===== config.mk =====
export PLATFORM = sky130hd
export DESIGN_NAME = kwi_top
export DESIGN_NICKNAME = d
export VERILOG_FILES = /design/src/core/kwi_pkg.sv /design/src/core/kwi_sync.sv /design/src/core/kwi_pin_detect.sv /design/src/core/kwi_top.sv
export SDC_FILE = /design/constraint.sdc
export NUM_CORES = 1
export LEC_CHECK = 0
export BUFFER_PORTS_ARGS = -buffer_cell sky130_fd_sc_hd__buf_4
export CAP_MARGIN = 30
export CORE_MARGIN = 4
export CORE_UTILIZATION = 45
export CTS_CLUSTER_SIZE = 12
export DETAILED_ROUTE_END_ITERATION = 10
export GPL_ROUTABILITY_DRIVEN = 1
export PLACE_DENSITY_LB_ADDON = 0.25
export SLEW_MARGIN = 15
export SYNTH_ARGS = -nofsm -noshare
export SYNTH_HDL_FRONTEND = slang
export SYNTH_SLANG_ARGS = --single-unit
export TNS_END_PERCENT = 50

===== constraint.sdc =====
create_clock -name clock_i -period 2.5 [get_ports clock_i]
set_clock_uncertainty 0.05 [all_clocks]
set_input_delay 0.5 -clock clock_i [delete_from_list [all_inputs] [get_ports clock_i]]
set_output_delay 0.5 -clock clock_i [all_outputs]
set_load 0.01 [all_outputs]

===== src/core/kwi_pkg.sv =====
// Purpose: shared constants and types for the keypad wake interrupt block
// Assumes: avalon-mm byte addressing with 32-bit data, 8-bit registers
// Notes:   offsets are byte addresses, one word per register
package kwi_pkg;
  localparam int unsigned NUM_PINS     = 4;
  localparam int unsigned REG_W        = 8;
  localparam int unsigned ADDR_W       = 4;
  localparam logic [3:0]  OFF_STATUS   = 4'h0;
  localparam logic [3:0]  OFF_PIN_EN   = 4'h4;
  localparam logic [3:0]  OFF_POLARITY = 4'h8;
  localparam logic [3:0]  OFF_POWER    = 4'hc;
  localparam int unsigned BIT_MODE     = 0;
  localparam int unsigned BIT_IRQ_EN   = 1;
  localparam int unsigned BIT_ACK      = 2;
  localparam int unsigned BIT_FLAG     = 3;
  localparam logic [7:0]  RST_STATUS   = 8'h00;
  localparam logic [7:0]  RST_PIN_EN   = 8'h00;
  localparam logic [7:0]  RST_POLARITY = 8'h00;
  localparam logic [31:0] RD_UNMAPPED  = 32'h0000_0000;

  typedef struct packed {
    logic [ADDR_W-1:0] address;
    logic              read;
    logic              write;
    logic [31:0]       writedata;
    logic [3:0]        byteenable;
  } kwi_bus_req_t;

  typedef struct packed {
    logic [31:0] readdata;
    logic        waitrequest;
  } kwi_bus_rsp_t;

  typedef enum logic [1:0] {
    KWI_BUS_IDLE = 2'b00,
    KWI_BUS_DONE = 2'b01
  } kwi_bus_state_t;
endpackage : kwi_pkg


===== src/core/kwi_sync.sv =====
// Purpose: two-flop synchroniser for a vector of pin inputs
// Assumes: inputs are asynchronous to clock_i
// Notes:   first stage feeds only the second stage
`timescale 1ns/10ps
module kwi_sync #(
  parameter int unsigned WIDTH = 4
) (
  input  wire logic             clock_i,
  input  wire logic             rst_b_i,
  input  wire logic [WIDTH-1:0] async_i,
  output logic      [WIDTH-1:0] sync_o
);
  logic [WIDTH-1:0] meta_reg;
  logic [WIDTH-1:0] sync_reg;

  always_ff @(posedge clock_i) begin
    if (!rst_b_i) begin
      meta_reg <= '0;
      sync_reg <= '0;
    end else begin
      meta_reg <= async_i;
      sync_reg <= meta_reg;
    end
  end

  assign sync_o = sync_reg;
endmodule // kwi_sync


===== src/core/kwi_pin_detect.sv =====
// Purpose: per-pin polarity-aware edge and level detect
// Assumes: pin input already synchronised
// Notes:   edge armed only after deasserted level seen while enabled
`timescale 1ns/10ps
module kwi_pin_detect (
  input  wire logic clock_i,
  input  wire logic rst_b_i,
  input  wire logic pin_i,
  input  wire logic enable_i,
  input  wire logic polarity_i,
  input  wire logic mode_i,
  output logic      detect_o,
  output logic      asserted_o
);
  logic armed_reg;
  logic armed_next;
  wire  active = pin_i ~^ polarity_i;

  // arming replaces a raw previous-sample register: the deasserted sample
  // of the previous cycle must have been taken while enabled
  assign armed_next = enable_i & ~active;
  always_ff @(posedge clock_i) begin
    if (!rst_b_i) begin
      armed_reg <= 1'b0;
    end else begin
      armed_reg <= armed_next;
    end
  end

  assign asserted_o = enable_i & active;
  // falling: 1 then 0; rising: 0 then 1
  assign detect_o   = asserted_o & (armed_reg | mode_i);
endmodule // kwi_pin_detect


===== src/core/kwi_top.sv =====
// Purpose: keypad wake interrupt block with avalon-mm register slave
// Assumes: 250 MHz clock_i, synchronous active-low reset
// Notes:   low-power modes are signalled by power-mode register inputs
`timescale 1ns/10ps
// Functional notes
// - pin enable bit 1 makes its input a source; 0 ignores it
// - polarity bit 0 means falling/low, 1 means rising/high
// - mode bit 0 detects edges only, 1 edges and levels
// - flag at bit 3 reads detection status; writes leave it
// - acknowledge bit 2 write-one clears flag, always reads zero
// - irq enable bit 1 gates flag onto the interrupt request
// - status bits 7 to 4 read zero, writes ignored
// - falling edge is one sample high then one sample low
// - rising edge is one sample low then one sample high
// - edge needs the input first seen at deasserted level
// - wait mode keeps operating and can wake the processor
// - stop3 detects asynchronously and can wake the processor
// - stop1/stop2 disable block; wake returns to reset state
// - background debug mode behaves exactly as run mode
// - polarity 1 turns enabled pin pull-up into pull-down
// - one shared flag and one interrupt request line only
// - edge mode: edge sets flag, acknowledge clears it unless an edge comes in the same cycle
// - level mode: acknowledge clears only if all enabled inputs deasserted
module kwi_top #(
  parameter int unsigned NUM_PINS = kwi_pkg::NUM_PINS
) (
  input  wire logic                       clock_i,
  input  wire logic                       rst_b_i,
  input  wire logic [kwi_pkg::ADDR_W-1:0] avs_address_i,
  input  wire logic                       avs_read_i,
  input  wire logic                       avs_write_i,
  input  wire logic [31:0]                avs_writedata_i,
  input  wire logic [3:0]                 avs_byteenable_i,
  output logic      [31:0]                avs_readdata_o,
  output logic                            avs_waitrequest_o,
  input  wire logic [NUM_PINS-1:0]        keypad_input_pin_i,
  input  wire logic                       debug_halt_i,
  output logic                            irq_o,
  output logic                            wake_o,
  output logic      [NUM_PINS-1:0]        pull_down_sel_o
);
  // refuse pin counts that the 8-bit registers cannot serve
  if (NUM_PINS < 1 || NUM_PINS > kwi_pkg::REG_W) begin : g_bad_pins
    $error("kwi_top: NUM_PINS must lie in 1..8");
  end

  // registers
  logic [7:0]          pin_en_reg;
  logic [7:0]          polarity_reg;
  logic                mode_reg;
  logic                irq_en_reg;
  logic                flag_reg;
  logic                flag_next;
  logic [1:0]          power_reg;
  logic [31:0]         rdata_reg;
  logic                irq_reg;
  logic                wake_reg;
  logic [NUM_PINS-1:0] pull_dn_reg;
  kwi_pkg::kwi_bus_state_t bus_state_reg;

  kwi_pkg::kwi_bus_req_t req;
  assign req = '{address:    avs_address_i,
                 read:       avs_read_i,
                 write:      avs_write_i,
                 writedata:  avs_writedata_i,
                 byteenable: avs_byteenable_i};

  // power mode encodings: 0 run/wait/debug, 1 stop3, 2 stop1/stop2
  localparam logic [1:0] PWR_RUN   = 2'h0;
  localparam logic [1:0] PWR_STOP3 = 2'h1;
  localparam logic [1:0] PWR_DEEP  = 2'h2;

  // bus decode: every access takes one wait cycle, answered in done state
  wire       bus_req   = req.read | req.write;
  wire       accept    = bus_req & (bus_state_reg == kwi_pkg::KWI_BUS_IDLE);
  wire       wr_lane0  = accept & req.write & req.byteenable[0];
  wire       wr_status = wr_lane0 & (req.address == kwi_pkg::OFF_STATUS);
  wire       wr_pin_en = wr_lane0 & (req.address == kwi_pkg::OFF_PIN_EN);
  wire       wr_pol    = wr_lane0 & (req.address == kwi_pkg::OFF_POLARITY);
  wire       wr_power  = wr_lane0 & (req.address == kwi_pkg::OFF_POWER);
  wire [7:0] wbyte     = req.writedata[7:0];
  wire       ack_wr    = wr_status & wbyte[kwi_pkg::BIT_ACK];

  // deep stop holds the block in reset; leaving it finds reset values
  wire deep_stop = (power_reg == PWR_DEEP);
  wire blk_rst_b = rst_b_i & ~deep_stop;

  // per-pin detection
  wire [NUM_PINS-1:0] pin_sync;
  wire [NUM_PINS-1:0] pin_detect;
  wire [NUM_PINS-1:0] pin_asserted;

  kwi_sync #(.WIDTH(NUM_PINS)) u_sync (
    .clock_i (clock_i),
    .rst_b_i (blk_rst_b),
    .async_i (keypad_input_pin_i),
    .sync_o  (pin_sync)
  );

  genvar g;
  generate
    for (g = 0; g < NUM_PINS; g++) begin : g_pin
      kwi_pin_detect u_det (
        .clock_i    (clock_i),
        .rst_b_i    (blk_rst_b),
        .pin_i      (pin_sync[g]),
        .enable_i   (pin_en_reg[g]),
        .polarity_i (polarity_reg[g]),
        .mode_i     (mode_reg),
        .detect_o   (pin_detect[g]),
        .asserted_o (pin_asserted[g])
      );
    end
  endgenerate

  wire any_detect   = |pin_detect;
  wire any_asserted = |pin_asserted;
  // level mode refuses the clear while any enabled input is asserted
  wire ack_clears   = ack_wr & (~mode_reg | ~any_asserted);

  // set wins over clear; debug halt does not alter detection
  assign flag_next = any_detect | (flag_reg & ~ack_clears);

  // stop3: combinational path from raw pins so waking needs no clock
  wire [NUM_PINS-1:0] raw_active =
    keypad_input_pin_i ~^ polarity_reg[NUM_PINS-1:0];
  wire async_wake_c = (power_reg == PWR_STOP3) & irq_en_reg &
                      |(raw_active & pin_en_reg[NUM_PINS-1:0]);

  wire [7:0] status_rd = {4'h0, flag_reg, 1'b0, irq_en_reg, mode_reg};
  wire [31:0] rd_mux =
    (req.address == kwi_pkg::OFF_STATUS)   ? {24'h0, status_rd} :
    (req.address == kwi_pkg::OFF_PIN_EN)   ? {24'h0, pin_en_reg} :
    (req.address == kwi_pkg::OFF_POLARITY) ? {24'h0, polarity_reg} :
    (req.address == kwi_pkg::OFF_POWER)    ? {30'h0, power_reg} :
    kwi_pkg::RD_UNMAPPED;

  // power register only resets with the true reset
  always_ff @(posedge clock_i) begin
    if (!rst_b_i) begin
      power_reg <= PWR_RUN;
    end else if (wr_power) begin
      power_reg <= wbyte[1:0];
    end
  end

  always_ff @(posedge clock_i) begin
    if (!blk_rst_b) begin
      pin_en_reg   <= kwi_pkg::RST_PIN_EN;
      polarity_reg <= kwi_pkg::RST_POLARITY;
      mode_reg     <= kwi_pkg::RST_STATUS[kwi_pkg::BIT_MODE];
      irq_en_reg   <= kwi_pkg::RST_STATUS[kwi_pkg::BIT_IRQ_EN];
      flag_reg     <= kwi_pkg::RST_STATUS[kwi_pkg::BIT_FLAG];
    end else begin
      flag_reg <= flag_next;
      if (wr_status) begin
        mode_reg   <= wbyte[kwi_pkg::BIT_MODE];
        irq_en_reg <= wbyte[kwi_pkg::BIT_IRQ_EN];
      end
      if (wr_pin_en) begin
        pin_en_reg <= wbyte;
      end
      if (wr_pol) begin
        polarity_reg <= wbyte;
      end
    end
  end

  always_ff @(posedge clock_i) begin
    if (!rst_b_i) begin
      bus_state_reg <= kwi_pkg::KWI_BUS_IDLE;
      rdata_reg     <= 32'h0;
    end else begin
      unique case (bus_state_reg)
        kwi_pkg::KWI_BUS_IDLE: begin
          if (bus_req) begin
            bus_state_reg <= kwi_pkg::KWI_BUS_DONE;
            rdata_reg     <= req.read ? rd_mux : 32'h0;
          end
        end
        kwi_pkg::KWI_BUS_DONE: begin
          bus_state_reg <= kwi_pkg::KWI_BUS_IDLE;
        end
        default: begin
          bus_state_reg <= kwi_pkg::KWI_BUS_IDLE;
        end
      endcase
    end
  end

  // waitrequest high except in the answer cycle
  logic wait_reg;
  always_ff @(posedge clock_i) begin
    if (!rst_b_i) begin
      wait_reg <= 1'b1;
    end else begin
      wait_reg <= ~accept;
    end
  end

  always_ff @(posedge clock_i) begin
    if (!blk_rst_b) begin
      irq_reg     <= 1'b0;
      wake_reg    <= 1'b0;
      pull_dn_reg <= '0;
    end else begin
      irq_reg     <= flag_next & irq_en_reg;
      wake_reg    <= flag_next & irq_en_reg;
      pull_dn_reg <= pin_en_reg[NUM_PINS-1:0] &
                     polarity_reg[NUM_PINS-1:0];
    end
  end

  assign avs_readdata_o    = rdata_reg;
  assign avs_waitrequest_o = wait_reg;
  assign irq_o             = irq_reg;
  // the only combinational output: stop3 wake cannot wait for a clock
  assign wake_o            = wake_reg | async_wake_c;
  assign pull_down_sel_o   = pull_dn_reg;

  logic unused_dbg;
  assign unused_dbg = debug_halt_i;

  // assertions
  property p_ack_edge_clear;
    @(posedge clock_i) disable iff (!rst_b_i)
      (ack_wr && !mode_reg && !any_detect && !deep_stop) |=> !flag_reg;
  endproperty
  a_ack_edge_clear: assert property (p_ack_edge_clear)
    else $error("ack in edge mode did not clear flag");

  property p_level_hold;
    @(posedge clock_i) disable iff (!rst_b_i)
      (flag_reg && mode_reg && any_asserted && !deep_stop) |=> flag_reg;
  endproperty
  a_level_hold: assert property (p_level_hold)
    else $error("flag cleared while input asserted in level mode");

  property p_detect_sets;
    @(posedge clock_i) disable iff (!rst_b_i)
      (any_detect && !deep_stop) |=> flag_reg;
  endproperty
  a_detect_sets: assert property (p_detect_sets)
    else $error("detection did not set flag");

  property p_irq_gate;
    @(posedge clock_i) disable iff (!rst_b_i)
      irq_o |-> $past(irq_en_reg);
  endproperty
  a_irq_gate: assert property (p_irq_gate)
    else $error("irq raised while masked");

  property p_irq_follows;
    @(posedge clock_i) disable iff (!rst_b_i)
      (flag_next && irq_en_reg && !deep_stop) |=> irq_o;
  endproperty
  a_irq_follows: assert property (p_irq_follows)
    else $error("set flag with enable gave no irq");

  property p_upper_zero;
    @(posedge clock_i) disable iff (!rst_b_i)
      (accept && req.read && req.address == kwi_pkg::OFF_STATUS)
        |=> (avs_readdata_o[7:4] == 4'h0) && !avs_readdata_o[2];
  endproperty
  a_upper_zero: assert property (p_upper_zero)
    else $error("status unused or ack bit read nonzero");

  property p_disabled_quiet;
    @(posedge clock_i) disable iff (!rst_b_i)
      (pin_en_reg == 8'h00 && !mode_reg) |-> !any_detect;
  endproperty
  a_disabled_quiet: assert property (p_disabled_quiet)
    else $error("detection with no pins enabled");

  property p_deep_reset;
    @(posedge clock_i) disable iff (!rst_b_i)
      deep_stop |=> (pin_en_reg == 8'h00) && !flag_reg && !irq_en_reg;
  endproperty
  a_deep_reset: assert property (p_deep_reset)
    else $error("deep stop left state out of reset");

  property p_one_wait;
    @(posedge clock_i) disable iff (!rst_b_i)
      accept |=> !avs_waitrequest_o ##1 avs_waitrequest_o;
  endproperty
  a_one_wait: assert property (p_one_wait)
    else $error("bus answer not one cycle after accept");

  c_flag_set: cover property (@(posedge clock_i) disable iff (!rst_b_i)
    !flag_reg ##1 flag_reg);
  c_level_refuse: cover property (@(posedge clock_i) disable iff (!rst_b_i)
    ack_wr && mode_reg && any_asserted);
  c_irq: cover property (@(posedge clock_i) disable iff (!rst_b_i)
    $rose(irq_o));
  c_stop3_wake: cover property (@(posedge clock_i) disable iff (!rst_b_i)
    async_wake_c);
endmodule // kwi_top


=== After elaboration in Yosys (flattened, before gate mapping) ===
Index checks and enable logic that the tools add are counted.

* Equality and inequality tests: 5
* Muxes and demuxes: 5
* Bitwise operators: 50
* Reductions and logical operators: 7

{| class="wikitable"
|+ Operators by type and width
! kind !! number
|-
| $mux 8 || 4
|-
| $and 1x1->1 || 26
|-
| $reduce_or 4->1 || 3
|-
| $not 1->1 || 9
|-
| $and 4x4->4 || 2
|-
| $eq 4x4->1 const B || 2
|-
| $or 1x1->1 || 8
|-
| $eq 4x3->1 const B || 1
|-
| $logic_not 4->1 || 1
|-
| $reduce_and 2->1 || 2
|-
| $xnor 1x1->1 || 4
|-
| $xnor 4x4->4 || 1
|-
| $eq 2x1->1 const B || 1
|-
| $eq 2x2->1 const B || 1
|-
| $logic_not 2->1 || 1
|-
| $mux 2 || 1
|}

* Bits in registers: 72
* Bits of input ports: 49
* Output and inout port bits: 39
* Word-level logic and storage cells: 84

=== Longest topological paths before layout ===
* Depth after elaboration: 11
* Depth in mapped cells: 6
* Mapped depth without buffers: 4

=== Modules after synthesis ===
From an unflattened synthesis, not the netlist that was laid out.

* Cells, all modules: 212
* Area total of the unflattened synthesis: 2093.3 um^2

{| class="wikitable"
|+ By module, submodules not included
! module !! times used !! cells an instance !! area each (um^2) !! seq. area each (um^2)
|-
| kwi_top || 1 || 168 || 1677.9 || 720.7
|-
| kwi_sync || 1 || 16 || 210.2 || 160.2
|-
| kwi_pin_detect || 4 || 7 || 51.3 || 20.0
|}

=== Worst setup path after synthesis ===
Ideal clock, no wire load.

* Path type: input -> register
* Start point: in avs_address_i[2] in the netlist's numbering
* End point: reg flag_reg
* Setup time: 0.143 ns
* Arrival: 1.743 ns
* Data required time: 2.307 ns
* Setup slack: 0.564 ns
* Stages: 6
* Cell sequence: buf_6 > or4_4 > buf_6 > o31a_1 > nor3_2 > a21oi_1

* Longest elaborated chain between the ends: 7

{| class="wikitable"
|+ Ends and longest elaborated chain
! item !! RTL line !! source
|-
| start, declared || kwi_top.sv:29 || <nowiki>input wire logic [kwi_pkg::ADDR_W-1:0] avs_address_i,</nowiki>
|-
| $logic_not 4->1 || kwi_top.sv:77 || <nowiki>wire wr_status = wr_lane0 & (req.address == kwi_pkg::OFF_STATUS);</nowiki>
|-
| $and 1x1->1 || kwi_top.sv:77 ||
|-
| $and 1x1->1 || kwi_top.sv:82 || <nowiki>wire ack_wr = wr_status & wbyte[kwi_pkg::BIT_ACK];</nowiki>
|-
| $and 1x1->1 || kwi_top.sv:119 || <nowiki>wire ack_clears = ack_wr & (~mode_reg | ~any_asserted);</nowiki>
|-
| $not 1->1 || kwi_top.sv:122 || <nowiki>assign flag_next = any_detect | (flag_reg & ~ack_clears);</nowiki>
|-
| $and 1x1->1 || kwi_top.sv:122 ||
|-
| $or 1x1->1 || kwi_top.sv:122 ||
|-
| end signal, assigned || kwi_top.sv:153 || <nowiki>flag_reg <= kwi_pkg::RST_STATUS[kwi_pkg::BIT_FLAG];</nowiki>
|-
| end signal, assigned || kwi_top.sv:155 || <nowiki>flag_reg <= flag_next;</nowiki>
|-
| end, declared || kwi_top.sv:52 || <nowiki>logic flag_reg;</nowiki>
|}

No other way between the ends.
A chain may end at the register's enable or synchronous reset.

=== Worst setup path in the final report ===
* Start point: reg polarity_reg[2]
* End point: out wake_o

* Longest elaborated chain between the ends: 5

{| class="wikitable"
|+ Ends and longest elaborated chain
! item !! RTL line !! source
|-
| start, declared || kwi_top.sv:49 || <nowiki>logic [7:0] polarity_reg;</nowiki>
|-
| start signal, assigned || kwi_top.sv:150 || <nowiki>polarity_reg <= kwi_pkg::RST_POLARITY;</nowiki>
|-
| start signal, assigned || kwi_top.sv:164 || <nowiki>polarity_reg <= wbyte;</nowiki>
|-
| $xnor 4x4->4 || kwi_top.sv:126 || <nowiki>keypad_input_pin_i ~^ polarity_reg[NUM_PINS-1:0];</nowiki>
|-
| $and 4x4->4 || kwi_top.sv:128 || <nowiki>|(raw_active & pin_en_reg[NUM_PINS-1:0]);</nowiki>
|-
| $reduce_or 4->1 || kwi_top.sv:128 ||
|-
| $and 1x1->1 || kwi_top.sv:127 || <nowiki>wire async_wake_c = (power_reg == PWR_STOP3) & irq_en_reg &</nowiki>
|-
| $or 1x1->1 || kwi_top.sv:218 || <nowiki>assign wake_o = wake_reg | async_wake_c;</nowiki>
|-
| end, declared || kwi_top.sv:39 || <nowiki>output logic wake_o,</nowiki>
|}

No other way between the ends.

==> results.md <==
- DR DRC count: 0
- Post-synthesis simple-gate area fraction: 0.159
- Grt met2 use: 0.231
- # nets final: approximately 310
- Req. time, crit path: 1.95 ns
- Routed vias/inst: around 5
- Final ANT Viol Nets: 0
- Synth Warn #: 0
- Pin count of the biggest net entering global routing: 20
- Diode count: 0
- Gr busiest metal: met2
- Critical Path AT: about 1.8 ns
- Area grow syn2layout: 16.4%
- Cts hold-fix bufs: 0
- RSZ-0062 raised after global routing: false
- GR Util All Layers: 0.149
- Routed WL per cell: 14.0 µm
- Met1 Use GR: 0.196
- Initial Util: 0.473
- Grt total ovfl: 0
- Fin crit period: roughly 2.3 ns
- Seq cells post-synth: 48
- Dpl cell area: approximately 0.0023 mm²
- Max-slew violations: 0
- Final wirelength: 4.33 mm
- FMAX: 0.434 GHz
- Worst path cell trace: xor2_1, o22ai_1, a221o_1, a41o_1, buf_4
- Post-synthesis compound-gate area fraction: 0.119
- Clock root cell: clkbuf_8
- Synth top area share: 0.460
- Total number of vias: 1,543
- Final core utilization: 0.551
- Syn avg cell area: ~9.7 µm²
- Hold Slack: about 0.37 ns
- Clock transition at the registers of the reported paths: about 0.080 ns
- H-tree Lvls: 2
- Die area: around 0.0058 mm²
- PnR worst setup slack: a little under 0.2 ns
- Main combinational cell family by area after synthesis: simple AND/OR/NAND/NOR gates
- Post-DP HPWL: about 3.2 mm
- Final setup vio count: 0
- CTS Buf Count: 5
- Post-route cell area: 0.00243 mm²
- Lkg Pwr: 0.00104 µW
- Postcts setup bufs: 0
- Num ports: just under 90
- Vias in the first global route: approximately 1,500
- Worst-margin pin slew: 0.683 ns
- Critical path type: flop to primary output
- Die Wd: about 76 µm
- CP delay by family, top: compound AO/OA/AOI/OAI gates
- Synthesized instance count: between 200 and 250
- CTS tree: yes
- Clock Sinks: 48
- Fraction of layout cells with a size suffix above 1: 0.209
- Syn Std Cell Area: between 0.002 and 0.0025 mm²
- Core area: 0.00441 mm²
- Die Ht: around 76 µm
- Mux cell area share after synthesis: 0.104
- Min-Delay Path Class: primary input to flop
- VDD IR max: 237 µV
- Met3 GRT Util: 0.0378
- Slowest CP cell: dfxtp_1
- Synth Area in Adders: 0
- Slowest stage delay, CP: 0.44 ns
- Critical Path Source Type: flop
- Dpl ws: 0.368 ns
- Xor/xnor cell area share of the yosys netlist: 0.0336
- Max Cap Viol: 0
- Clock Path Buffers: 2
- Main area contributors after synthesis: dfxtp_1, mux2i_1, buf_4
- Pwr/cell area: ~560 mW/mm²
- TNS Setup: 0 ns
- Initial antenna violation count: 0
- Synth unique cells: 39
- Final GP Congestion: between 0.8 and 0.9
- Fin. Hold Viols: 0
- Relative slew slack: 0.544
- First-pass GRT wire length: roughly 7.1 mm
- Crit. End Element: primary output
- Sequential fraction of the synthesis area: 0.460
- Critical path buffer and inverter count: 1
- Largest fanout on the critical path: 5
- DRT Pass-1 Iters: 4
- Port bufs: 35
- Clock Latency Late Sink: about 0.3 ns
- Period utilization: 0.922
- DR iter-0 viols: ~120
- Rows: 24
- Outcome: finished clean
- PostCTS Resize Cnt: 0
- Leading area contributor after synthesis: dfxtp_1
## through the flow
| stage | power, µW | instances |
|---|---|---|
| after global routing | 1420 | 310 |
| final | 1370 | 310 |
| after CTS | 1380 | 310 |
| after global placement | 910 | 302 |
| after detailed placement | 911 | 302 |
| after floorplan | 887 | 239 |
## final timing paths
kind	endpoint	cells after the start	slack (ns)	startpoint
worst min-delay path	u_sync.meta_reg[3]	2	0.37	keypad_input_pin_i[3]
worst max-delay path	wake_o	5	0.20	polarity_reg[2]
worst max register to register	power_reg[0]	4	0.83	bus_state_reg[0]
worst min register to register	u_sync.sync_o[2]	1	0.38	u_sync.meta_reg[2]
## synth_stat cells (all sizes together)
library cell / instances
dfxtp: 48
buf: 28
nor2: 26
mux2i: 19
and2: 9
nand2: 9
and3: 8
inv: 8
a21oi: 7
o21ai: 7
a22oi: 6
xor2: 6
a22o: 5
clkbuf: 3
nor4b: 3
o22ai: 3
nor2b: 2
nor3: 2
xnor2: 2
a221o: 1
a41o: 1
and2b: 1
conb: 1
mux4: 1
nand3b: 1
nor4: 1
o2111ai: 1
o21a: 1
o21bai: 1
o221ai: 1
o31a: 1
o32ai: 1
or3: 1
or4: 1
## cells by family (layout without fill, tap and decap cells)
family	after synthesis	after routing
and+or+nand+nor	64	64
DFF	48	48
xor gates and xnor gates	8	8
buffers and inverters	39	58
AOI/OAI and AO/OA	36	36
muxes	20	20
other	1	24
## metal layers
layer / share of wire / vias up / wire [µm]
met5: 0 / - / 0
met4: 0.018 / 0 / 76
met3: 0.062 / 6 / 267
met2: 0.45 / 47 / 1950
met1: 0.47 / 710 / 2040
li1: - / 780 / -
## cells in the final DEF, fill, tap and decap left out, types with 2 or more instances in the layout
master	count
a21oi_1	7
a22o_1	5
a22oi_1	6
and2_1	8
and3_1	8
buf_4	42
clkbuf_1	2
clkbuf_8	6
conb_1	24
dfxtp_1	48
inv_1	8
mux2i_1	19
nand2_1	9
nor2_1	26
nor2b_1	2
nor4b_2	2
o21ai_0	6
o22ai_1	3
xnor2_1	2
xor2_1	6
## area by class of cell
cell class | instances | area (µm²)
sequential | 48 | 961
fill | 421 | 1980
clock buffer | 8 | 90.1
multi-input combinational | 152 | 970
tap | 52 | 65.1
inverter | 8 | 30.0
timing repair buffer | 42 | 315
## power breakdown
part	switching, µW	internal (µW)
Clock	246	226
Combinational	68.1	46.1
Sequential	4.71	775
Total	319	1050
Note: power is estimated with default switching activity, not from simulation.
